`config.mk`:
```
export PLATFORM = sky130hd
export DESIGN_NAME = device_control_gpi_readback
export DESIGN_NICKNAME = d
export VERILOG_FILES = /design/src/logic/dev_ctrl_pkg.sv /design/src/logic/burst_address_stepper.sv /design/src/logic/device_control_gpi_readback.sv
export VERILOG_INCLUDE_DIRS = /design/src /design/src/logic
export SDC_FILE = /design/constraint.sdc
export NUM_CORES = 1
export LEC_CHECK = 0
export BUFFER_PORTS_ARGS = -buffer_cell sky130_fd_sc_hd__buf_2
export CAP_MARGIN = 0
export CORE_MARGIN = 3
export CORE_UTILIZATION = 29
export DETAILED_ROUTE_END_ITERATION = 16
export HOLD_SLACK_MARGIN = 0.05
export PLACE_DENSITY = 0.46
export SYNTH_ARGS = -nofsm -noshare
export SYNTH_HDL_FRONTEND = slang
export SYNTH_HIERARCHICAL = 1
export SYNTH_SLANG_ARGS = --single-unit
```
`constraint.sdc`:
```
create_clock -name clk -period 10.5 [get_ports clk]
set_input_delay 1.05 -clock clk [delete_from_list [all_inputs] [get_ports clk]]
set_output_delay 1.05 -clock clk [all_outputs]
set_load 0.02 [all_outputs]
```
`src/logic/dev_ctrl_params.svh`:
```
// constants for the device control and input readback block
`ifndef DEV_CTRL_PARAMS_SVH
`define DEV_CTRL_PARAMS_SVH

`define REG_ADDR_W          8
`define REG_DATA_W          16
`define ADDR_DEVICE_CONTROL 8'h10
`define ADDR_INPUT_LOW      8'h0B
`define ADDR_INPUT_HIGH     8'h0C
`define ADC_DATA_BASE       8'h40
`define DAC_DATA_BASE       8'h60
`define DEVICE_CONTROL_RST  16'h0000
`define INPUT_HIGH_W        4
`define PORT_COUNT          20
`define TEMP_W              12
`define THERMAL_LIMIT_DEGC  145
`define TEMP_LSB_PER_DEGC   8
`define POWER_ON_TIME_NS    1000
`define CLK_PERIOD_NS       10

`endif

```
`src/logic/dev_ctrl_pkg.sv`:
```
// types for the device control and input readback block
`default_nettype none
package dev_ctrl_pkg;

    typedef struct packed {
        logic       soft_reset;
        logic       burst_policy_select;
        logic       low_power_select;
        logic       series_resistance_cancel;
        logic       temp_conversion_time_select;
        logic [2:0] temp_monitor_enables;
        logic       thermal_shutdown_enable;
        logic       dac_reference_select;
        logic [5:0] lower_fields;
    } device_control_t;

    typedef enum logic [1:0] {
        ACC_OTHER     = 2'h0,
        ACC_ADC_READ  = 2'h1,
        ACC_DAC_WRITE = 2'h2,
        ACC_DAC_READ  = 2'h3
    } access_kind_t;

    typedef enum logic [2:0] {
        ST_RUN     = 3'b001,
        ST_LOWPWR  = 3'b010,
        ST_POWERUP = 3'b100
    } power_state_t;

endpackage : dev_ctrl_pkg
`default_nettype wire

```
`src/logic/burst_address_stepper.sv`:
```
// burst address pointer with plain and contextual stepping
`timescale 1ns/10ps
`default_nettype none
`include "dev_ctrl_params.svh"

module burst_address_stepper #(
    parameter int PORTS  = `PORT_COUNT,
    parameter int ADDR_W = `REG_ADDR_W
) (
    input  wire logic                      clk,
    input  wire logic                      rst,
    input  wire logic                      ce,
    input  wire logic                      burst_start,
    input  wire logic [ADDR_W-1:0]         start_addr,
    input  wire logic                      word_done,
    input  wire dev_ctrl_pkg::access_kind_t kind,
    input  wire logic                      policy,
    input  wire logic [PORTS-1:0]          adc_ports,
    input  wire logic [PORTS-1:0]          dac_ports,
    output logic [ADDR_W-1:0]              burst_addr
);

    if (PORTS < 1 || PORTS > 32 || ADDR_W < 8)
    begin : g_bad_params
        $error("burst_address_stepper: unsupported parameters");
    end

    logic [ADDR_W-1:0] next_burst_addr;
    logic [ADDR_W-1:0] adc_base;
    logic [ADDR_W-1:0] dac_base;
    logic [ADDR_W-1:0] offset;
    logic              in_adc;
    logic              in_dac;

    function automatic logic [4:0] next_port(input logic [4:0] cur,
                                             input logic [PORTS-1:0] mask);
        logic [4:0] found;
        logic       hit;
        int         idx;
        found = cur + 5'h01;
        hit   = 1'b0;
        for (int k = 1; k <= PORTS; k++)
        begin
            idx = (int'(cur) + k) % PORTS;
            if (!hit && mask[idx])
            begin
                found = 5'(idx);
                hit   = 1'b1;
            end
        end
        return found;
    endfunction : next_port

    ////////////////////////////////////////////////////////////////////////////////
    always_comb
    begin
        adc_base        = ADDR_W'(`ADC_DATA_BASE);
        dac_base        = ADDR_W'(`DAC_DATA_BASE);
        in_adc          = burst_addr >= adc_base && burst_addr < adc_base + ADDR_W'(PORTS);
        in_dac          = burst_addr >= dac_base && burst_addr < dac_base + ADDR_W'(PORTS);
        offset          = '0;
        next_burst_addr = burst_addr;
        if (burst_start)
            next_burst_addr = start_addr;
        else if (word_done)
        begin
            next_burst_addr = burst_addr + ADDR_W'(1);
            if (policy && kind == dev_ctrl_pkg::ACC_ADC_READ && in_adc)
            begin
                offset          = burst_addr - adc_base;
                next_burst_addr = adc_base + ADDR_W'(next_port(offset[4:0], adc_ports));
            end
            else if (policy && kind == dev_ctrl_pkg::ACC_DAC_WRITE && in_dac)
            begin
                offset          = burst_addr - dac_base;
                next_burst_addr = dac_base + ADDR_W'(next_port(offset[4:0], dac_ports));
            end
        end
    end

    always_ff @(posedge clk)
    begin
        if (rst)
            burst_addr <= '0;
        else if (ce)
            burst_addr <= next_burst_addr;
    end

endmodule : burst_address_stepper
`default_nettype wire

```
`src/logic/device_control_gpi_readback.sv`:
```
// device control register, power and reset sequencing, input level readback
//
// Notes on behaviour
// - control bit 6 picks dac reference: 0 external, 1 internal.
// - bit 7 with internal monitor on: reading above 145 degrees resets the device.
// - bits 10:8 enable internal, first external, second external monitors.
// - bit 11 selects default or extended temperature conversion time.
// - bit 12 enables series resistance cancellation.
// - bit 13 set holds all analog ports in high impedance.
// - clearing bit 13 runs the power-on sequence before normal operation.
// - burst policy 0 advances the register address by one per word.
// - burst policy 1 steps adc reads and dac writes only through configured data registers.
// - contextual stepping covers adc data reads and dac data writes only.
// - writing 1 to bit 15 soft resets like power-on; bit clears itself.
// - two read-only registers return input levels of ports 0-15 and 16-19.
// - each readback bit is 1 for a high input level, 0 for low.
`timescale 1ns/10ps
`default_nettype none
`include "dev_ctrl_params.svh"

module device_control_gpi_readback #(
    parameter int PORTS           = `PORT_COUNT,
    parameter int POWER_ON_CYCLES = (`POWER_ON_TIME_NS + `CLK_PERIOD_NS - 1) / `CLK_PERIOD_NS
) (
    input  wire logic                       clk,
    input  wire logic                       rst,
    input  wire logic                       ce,
    input  wire logic [`REG_ADDR_W-1:0]     reg_addr,
    input  wire logic                       reg_wr,
    input  wire logic [`REG_DATA_W-1:0]     reg_wdata,
    input  wire logic                       reg_rd,
    output logic [`REG_DATA_W-1:0]          reg_rdata,
    input  wire logic                       burst_start,
    input  wire logic                       word_done,
    input  wire dev_ctrl_pkg::access_kind_t access_kind,
    input  wire logic [PORTS-1:0]           adc_ports,
    input  wire logic [PORTS-1:0]           dac_ports,
    output logic [`REG_ADDR_W-1:0]          burst_addr,
    input  wire logic [PORTS-1:0]           general_input_port,
    input  wire logic [`TEMP_W-1:0]         internal_temp,
    input  wire logic                       internal_temp_valid,
    output dev_ctrl_pkg::device_control_t   control,
    output logic                            analog_hiz,
    output logic                            device_reset,
    output logic                            power_on_active
);

    if (PORTS != `PORT_COUNT || POWER_ON_CYCLES < 1 || POWER_ON_CYCLES > 65535)
    begin : g_bad_params
        $error("device_control_gpi_readback: unsupported parameters");
    end

    localparam logic signed [`TEMP_W-1:0] TRIP_LEVEL =
        `TEMP_W'(`THERMAL_LIMIT_DEGC * `TEMP_LSB_PER_DEGC);

    dev_ctrl_pkg::device_control_t next_control;
    dev_ctrl_pkg::power_state_t    state;
    dev_ctrl_pkg::power_state_t    next_state;
    logic [15:0]                   count;
    logic [15:0]                   next_count;
    logic                          thermal_trip;
    logic                          next_device_reset;
    logic [`REG_DATA_W-1:0]        next_reg_rdata;
    logic [PORTS-1:0]              sync1;
    logic [PORTS-1:0]              sync2;
    logic [PORTS-1:0]              sync3;
    logic [PORTS-1:0]              input_port_levels;
    logic [PORTS-1:0]              next_input_port_levels;

    ////////////////////////////////////////////////////////////////////////////////
    // reset causes and the control register
    always_comb
    begin
        thermal_trip = control.thermal_shutdown_enable && control.temp_monitor_enables[0]
                       && internal_temp_valid && $signed(internal_temp) > TRIP_LEVEL;
        next_device_reset = (control.soft_reset || thermal_trip) && !device_reset;
        next_control = control;
        if (device_reset)
            next_control = dev_ctrl_pkg::device_control_t'(`DEVICE_CONTROL_RST);
        else if (reg_wr && reg_addr == `ADDR_DEVICE_CONTROL)
            next_control = dev_ctrl_pkg::device_control_t'(reg_wdata);
    end

    always_ff @(posedge clk)
    begin
        if (rst)
        begin
            control      <= dev_ctrl_pkg::device_control_t'(`DEVICE_CONTROL_RST);
            device_reset <= 1'b0;
        end
        else if (ce)
        begin
            control      <= next_control;
            device_reset <= next_device_reset;
        end
    end

    ////////////////////////////////////////////////////////////////////////////////
    // power state: low power hold and power-on sequence
    always_comb
    begin
        next_state = state;
        next_count = count;
        case (state)
            dev_ctrl_pkg::ST_RUN:
            begin
                if (control.low_power_select)
                    next_state = dev_ctrl_pkg::ST_LOWPWR;
            end
            dev_ctrl_pkg::ST_LOWPWR:
            begin
                if (!control.low_power_select)
                begin
                    next_state = dev_ctrl_pkg::ST_POWERUP;
                    next_count = '0;
                end
            end
            dev_ctrl_pkg::ST_POWERUP:
            begin
                next_count = count + 16'h0001;
                if (count == 16'(POWER_ON_CYCLES - 1))
                    next_state = control.low_power_select ? dev_ctrl_pkg::ST_LOWPWR
                                                          : dev_ctrl_pkg::ST_RUN;
            end
            default:
            begin
                next_state = dev_ctrl_pkg::ST_POWERUP;
                next_count = '0;
            end
        endcase
        if (device_reset)
        begin
            next_state = dev_ctrl_pkg::ST_POWERUP;
            next_count = '0;
        end
    end

    always_ff @(posedge clk)
    begin
        if (rst)
        begin
            state <= dev_ctrl_pkg::ST_POWERUP;
            count <= '0;
        end
        else if (ce)
        begin
            state <= next_state;
            count <= next_count;
        end
    end

    assign power_on_active = state == dev_ctrl_pkg::ST_POWERUP;
    assign analog_hiz      = state != dev_ctrl_pkg::ST_RUN || control.low_power_select
                             || device_reset;

    ////////////////////////////////////////////////////////////////////////////////
    // input level sampling: change accepted once second and third stages agree
    always_comb
    begin
        next_input_port_levels = input_port_levels;
        for (int i = 0; i < PORTS; i++)
        begin
            if (sync2[i] == sync3[i])
                next_input_port_levels[i] = sync3[i];
        end
    end

    always_ff @(posedge clk)
    begin
        if (rst)
        begin
            sync1             <= '0;
            sync2             <= '0;
            sync3             <= '0;
            input_port_levels <= '0;
        end
        else if (ce)
        begin
            sync1             <= general_input_port;
            sync2             <= sync1;
            sync3             <= sync2;
            input_port_levels <= next_input_port_levels;
        end
    end

    ////////////////////////////////////////////////////////////////////////////////
    // register read path
    always_comb
    begin
        next_reg_rdata = reg_rdata;
        if (reg_rd)
        begin
            case (reg_addr)
                `ADDR_DEVICE_CONTROL: next_reg_rdata = control;
                `ADDR_INPUT_LOW:      next_reg_rdata = input_port_levels[15:0];
                `ADDR_INPUT_HIGH:     next_reg_rdata = {12'h000,
                                          input_port_levels[PORTS-1:16]};
                default:              next_reg_rdata = 16'h0000;
            endcase
        end
    end

    always_ff @(posedge clk)
    begin
        if (rst)
            reg_rdata <= '0;
        else if (ce)
            reg_rdata <= next_reg_rdata;
    end

    ////////////////////////////////////////////////////////////////////////////////
    burst_address_stepper #(
        .PORTS  (PORTS),
        .ADDR_W (`REG_ADDR_W)
    ) stepper (
        .clk         (clk),
        .rst         (rst),
        .ce          (ce),
        .burst_start (burst_start),
        .start_addr  (reg_addr),
        .word_done   (word_done),
        .kind        (access_kind),
        .policy      (control.burst_policy_select),
        .adc_ports   (adc_ports),
        .dac_ports   (dac_ports),
        .burst_addr  (burst_addr)
    );

endmodule : device_control_gpi_readback
`default_nettype wire

```
-- Yosys cells after proc, flatten, opt, wreduce, memory -nomap -nowiden
Index checks and enable logic that the tools add are counted.
Widths: inputs -> output; s select.
- memories: 0
- output and inout port bits: 43
- bits in latches: 0
- bits of input ports: 106
- bits in writable memories: 0
- memory bits (read-only): 0
- word-level logic and storage cells: 676
- register bits after elaboration: 140
- bitwise logic cells: 0
- $add $sub $neg: 48
- $mul: 0
- order comparisons: 45
- reductions and logical operators: 118
- shift operators: 0
- muxes and demuxes: 354
- equal/unequal tests: 34
- divide/modulo/power cells: 40
- operators with widths (operator ; number):
    $lt 32x7->1 const B ; 40
    $mod 32x6->32 const B ; 40
    $mux 1 ; 251
    $mux 5 ; 47
    $bmux 1 s5 ; 40
    $add 5x4->6 const B ; 16
    $pmux 16 s3 ; 2
    $mux 16 ; 4
    $add 5x5->6 const B ; 10
    $logic_and 1x1->1 ; 49
    $add 5x3->6 const B ; 8
    $reduce_and 2->1 ; 23
    $logic_not 1->1 ; 39
    $mux 8 ; 4
    $add 5x2->6 const B ; 4
    $eq 1x1->1 ; 20
    $add 16x1->16 const B ; 1
    $add 7x5->8 const A ; 2
    $eq 16x7->1 const B ; 1
    $eq 8x4->1 const B ; 2
    $ge 8x7->1 const B ; 2
    $lt 8x7->1 const B ; 2
    $add 5x1->6 const B ; 2
    $gt 12x12->1 const B ; 1
    20 further kinds ; 29

-- Logic depth before layout (Yosys ltp)
- word-level depth: 149
- depth in mapped cells: 33
- gate-level depth less buffers: 25

-- Cells and area by module
The synthesis kept the hierarchy.
- by module, submodules not included (module ; area each (sq um) ; cells each ; instances ; seq. area each (sq um)):
    burst_address_stepper ; 11805.1 ; 1686 ; 1 ; 160.2
    device_control_gpi_readback ; 5320.1 ; 569 ; 1 ; 2642.5

-- Worst setup path after synthesis
Ideal clock, no wire load.
- path kind: register to register
- from: register stepper.burst_addr[0]
- to: register stepper.burst_addr[0]
- arrival time: 7.534 ns
- library setup time: 0.132 ns
- data required time: 10.368 ns
- path slack: 2.834 ns
- stages on the path, launching flop included: 33
- clock period less this slack: 7.666 ns
- buffers on the path: 8
- cells stage by stage: dfxtp_1 buf_6 buf_6 buf_6 buf_6 buf_6 clkbuf_1 inv_1 ha_1 nand2b_1 xnor2_2 inv_2 ha_1 a21oi_1 nand2b_1 a21o_1 inv_1 ha_1 a21boi_0 o31ai_4 mux2_2 a311o_1 a211o_1 or4b_1 buf_2 nor4_4 nand4b_1 buf_2 nor2_4 nor3b_1 a41o_1 a221oi_2 a211oi_2
- longest elaborated chain between the ends: 149
- elaborated cells between the ends (all ways): 513
- RTL lines (element ; RTL line ; RTL):
    start: declaration ; burst_address_stepper.sv:20 ; output logic [ADDR_W-1:0] burst_addr
    start signal: assignment ; burst_address_stepper.sv:86 ; burst_addr <= next_burst_addr;
    $sub 5x1->5 ; burst_address_stepper.sv:70, burst_address_stepper.sv:75 ;
    $add 5x1->6 ; burst_address_stepper.sv:44 ; idx = (int'(cur) + k) % PORTS;
    $mod 32x6->32 ; burst_address_stepper.sv:44 ;
    $bmux 1 s5 ; burst_address_stepper.sv:45 ; if (!hit && mask[idx])
    $mux 1 (not written as such) (2 in a row) ; burst_address_stepper.sv:45 ;
    $mux 1 ; burst_address_stepper.sv:45 ;
    $mux 1 ; burst_address_stepper.sv:73 ; else if (policy && kind == dev_ctrl_pkg::ACC_DAC_WRITE && in_dac)
    $mux 1 ; burst_address_stepper.sv:68 ; if (policy && kind == dev_ctrl_pkg::ACC_ADC_READ && in_adc)
    [... 132 more ...] ; - ;
    $mux 5 ; burst_address_stepper.sv:68 ;
    $mux 5 ; burst_address_stepper.sv:65 ; else if (word_done)
    $mux 5 ; burst_address_stepper.sv:63 ; if (burst_start)
    $add 7x5->8 ; burst_address_stepper.sv:76 ; next_burst_addr = dac_base + ADDR_W'(next_port(offset[4:0], dac_ports));
    $mux 8 ; burst_address_stepper.sv:73 ;
    $mux 8 * ; burst_address_stepper.sv:68 ;
    $mux 8 * ; burst_address_stepper.sv:65 ;
    $mux 8 * ; burst_address_stepper.sv:63 ;
Every way passes the cells marked *; elsewhere a longest branch is shown, timed or not. The select of a mux whose other input is x is not followed.
A chain may end at the register's enable or synchronous reset.

-- Worst setup path after layout
- from: register stepper.burst_addr[2]
- to: register stepper.burst_addr[3]
Same word-level chain as after synthesis.

==> run summary <==
status - finished clean
Mapped Cells - 2255
filler cell count - 6175
# nets final - 2511
clock sink count - 140
Die Ht - 249.0 um
gr ovfl total - 0
drt wl/cell - 25.09 um
CTS root buf - clkbuf_16
vias per inst - 6.137
EDFF count, synth - 0
max cap viols - 0
Clock Latency Late Sink - 430 ps
Worst Setup SP - stepper/burst_addr[2]$_SDFFE_PP0P_
Final Max Slew Viols - 0
crit share post-route - 83.81%
crit path kind - flop to flop
final hold viol count - 0
Rel. slew slack - 19.78%
# port buffers - 148
fraction of layout cells with a size suffix above 1 - 15.81%
Final Wtd Congestion - 1.023
Slew @ Worst Pin - 1195 ps
CORE AREA - 0.05803 mm^2
Layout area overhead - 11.76%
total CTS buffers - 17
htree depth - 4
synth warn - 6
First-pass DRT Iterations - 6
reg2reg end - stepper/burst_addr[3]$_SDFFE_PP0P_
initial DRC count - 1790
CP arrival - 9120 ps
r2r startpoint - stepper/burst_addr[2]$_SDFFE_PP0P_
setup TNS - 0 ps
Seq/Total Area, Yosys - 16.37%
async set or reset register ratio after synthesis - 0%
CTS tree - built
total wire length - 78.05 mm
Required @ worst endpoint - 10820 ps
pwr/cell area - 157.8 mW/mm^2
DP Wirelength - 60.75 mm
die width - 249.0 um
# IOs - 149
Leakage Power - 7.335 nW
maximum vdd ir drop - 0.0001179 V
antenna violations before repair - 1
CP Capture Type - flop
r2r setup slk - 1700 ps
Hold-fix buffers, CTS - 0
DIE AREA - 0.06200 mm^2
clock period minus worst slack - 8800 ps
first-pass GRT wire length - 114.9 mm
Inserted Diodes - 0
Reg clk slew, reported paths - 70 ps
predominant post-synthesis flop cell - dfxtp_1
Achievable Freq - 113.6 MHz
Routed Antenna Nets - 0
largest net degree at the start of global routing - 69
type of origin of the critical path - flop
RSZ-0062 raised after global routing - no
post-CTS setup buffers - 0
Tot GR Track Use - 23.81%
clk_skew - 7.905 ps
CP max FO - 23
Seq cells post-synth - 140
unique cell type count in the Yosys netlist - 118
Hold/Removal Path Class - flop to flop
average size of a mapped cell - 7.594 um^2
Setup crit end - stepper/burst_addr[3]$_SDFFE_PP0P_
clk buf depth - 2
final setup vio count - 0
row cnt - 88
Mapped Area - 0.01713 mm^2
DRC - 0
routed vias - 19090
post-synthesis net count - 2433
PostCTS Resize Cnt - 0
Fin Hold WS - 471.3 ps
total design power - 3.021 mW
reg2reg path depth - 24
Initial Utilization - 29.51%
vias in the first global route - 17600
[stage by stage]
stage	util, %	worst slack, ps	std cells	instance area [um^2]
4_1_cts	32.98	1759	3111	19140
3_5_place_dp	31.98	1776	3079	18560
3_3_place_gp	31.98	1922	3079	18560
2_1_floorplan	-	2834	2255	17130
5_1_grt	32.98	1299	3111	19140
6_report	32.98	1700	3111	19140
[worst min path at each step]
| stage | from | endpoint | depth (start not counted) |
|---|---|---|---|
| 2_1_floorplan | sync3[19]$_SDFFE_PP0P_ | input_port_levels[19]$_SDFFE_PP0P_ | 2 |
| 3_3_place_gp | sync3[19]$_SDFFE_PP0P_ | input_port_levels[19]$_SDFFE_PP0P_ | 2 |
| 3_5_place_dp | reg_rdata[2]$_SDFFE_PP0P_ | reg_rdata[2]$_SDFFE_PP0P_ | 1 |
| 4_1_cts | count[1]$_SDFFE_PP0P_ | count[1]$_SDFFE_PP0P_ | 2 |
| 5_1_grt | sync3[14]$_SDFFE_PP0P_ | input_port_levels[14]$_SDFFE_PP0P_ | 2 |
| 6_report | sync3[19]$_SDFFE_PP0P_ | input_port_levels[19]$_SDFFE_PP0P_ | 2 |
[worst max-delay path, stage by stage, from the launching register on]
cell	delay, ps
dfxtp_2	800
ha_1	860
nand2b_1	220
xnor2_2	410
inv_2	170
ha_1	250
a21oi_1	240
nand2b_1	200
a21o_1	230
inv_1	90
ha_1	220
a21boi_0	160
o31ai_4	470
mux2_2	440
a311o_1	320
a211o_1	450
or4b_1	720
nor4_4	280
buf_4	270
nand4b_1	560
or3_1	640
o22ai_1	180
a211o_1	140
nand2_1	50
a211o_1	300
[cell usage in the layout (no fill, tap or decap), types with 24 or more instances in the layout]
master	Yosys	layout
a211oi_1	24	24
a31oi_1	24	24
a21oi_1	191	191
and2_1	43	43
or3_1	26	26
o21ai_0	145	145
o22ai_1	26	26
dfxtp_1	140	135
nand2b_1	33	33
mux2i_1	96	96
inv_1	79	79
nor4_1	32	32
buf_2	22	146
a22o_1	45	45
a22oi_1	26	26
ha_1	71	71
nor3_1	53	53
nand2_1	166	166
nor2_1	204	204
o211ai_1	42	42
a21o_1	24	24
nand3_1	70	70
mux4_2	44	44
xnor2_1	38	38
nor2b_1	28	28
buf_4	3	43
[cells in the mapped netlist (12+ instances only)]
library cell | count | area share, %
a211oi_1 | 24 | 1.1
a21boi_0 | 18 | 0.79
a21o_1 | 24 | 1.1
a21oi_1 | 191 | 5.6
a221oi_1 | 13 | 0.66
a22o_1 | 45 | 2.3
a22oi_1 | 26 | 1.1
a31oi_1 | 24 | 0.88
and2_1 | 43 | 1.6
and3_1 | 22 | 0.80
buf_2 | 22 | 0.64
clkbuf_1 | 85 | 1.9
dfxtp_1 | 140 | 16
ha_1 | 71 | 5.2
inv_1 | 79 | 1.7
mux2_2 | 21 | 1.4
mux2i_1 | 96 | 5.6
mux4_2 | 44 | 5.8
nand2_1 | 166 | 3.6
nand2b_1 | 33 | 1.2
nand3_1 | 70 | 2.0
nand3b_1 | 15 | 0.66
nand4_1 | 15 | 0.55
nor2_1 | 204 | 4.5
nor2b_1 | 28 | 1.0
nor3_1 | 53 | 1.5
nor4_1 | 32 | 1.2
o211ai_1 | 42 | 1.8
o21ai_0 | 145 | 4.2
o221ai_1 | 15 | 0.77
o22ai_1 | 26 | 0.95
o31ai_1 | 19 | 0.83
or2_2 | 19 | 0.69
or3_1 | 26 | 0.95
xnor2_1 | 38 | 1.9
xor2_1 | 12 | 0.61
[report_power, final]
part           leakage, nW  internal (mW)  switching (mW)  total (mW)
Combinational         5.92          0.615            1.23        1.84
Clock                0.280          0.336           0.266       0.602
Sequential            1.14          0.551          0.0269       0.578
Total                 7.33           1.50            1.52        3.02
[area by class of cell]
class | count | area, um^2 | share of cell area, %
multi-input cells | 1897 | 13410 | 70.04
flip-flops and latches | 140 | 2811 | 14.69
repair buffers | 189 | 1054 | 5.505
well taps | 765 | 957.2 | 5.001
clock buffers | 18 | 429.2 | 2.242
inverters | 88 | 330.3 | 1.726
clock inverters | 14 | 151.4 | 0.7911
[cells by family (layout without fill, tap and decap cells)]
| logic type | Yosys count | count (layout) | synth area share, % |
|---|---|---|---|
| AO/OA/AOI/OAI | 802 | 802 | 32.28 |
| AND/OR/NAND/NOR | 803 | 803 | 24.53 |
| XOR/XNOR | 54 | 54 | 3.039 |
| buffers and inverters | 218 | 309 | 5.399 |
| multiplexers | 163 | 163 | 12.91 |
| adder cells (fa/ha/maj) | 75 | 75 | 5.480 |
| flip-flops | 140 | 140 | 16.37 |
[per-layer routing]
layer | track usage (%) | vias to the layer above | wire [um]
met5 | 0 | - | 13
met4 | 7.687 | 2 | 2627
met3 | 3.529 | 107 | 5368
met1 | 33.55 | 9425 | 35360
li1 | - | 8800 | -
met2 | 37.23 | 758 | 34690
[registers in the layout, summed over array words and instances (netlist names)]
name and count:
input_port_levels 20, sync1 20, sync2 20, sync3 20
control 16, count 16, reg_rdata 16, stepper/burst_addr 8
state 3, device_reset 1
Power figures use the tool's default switching activity.
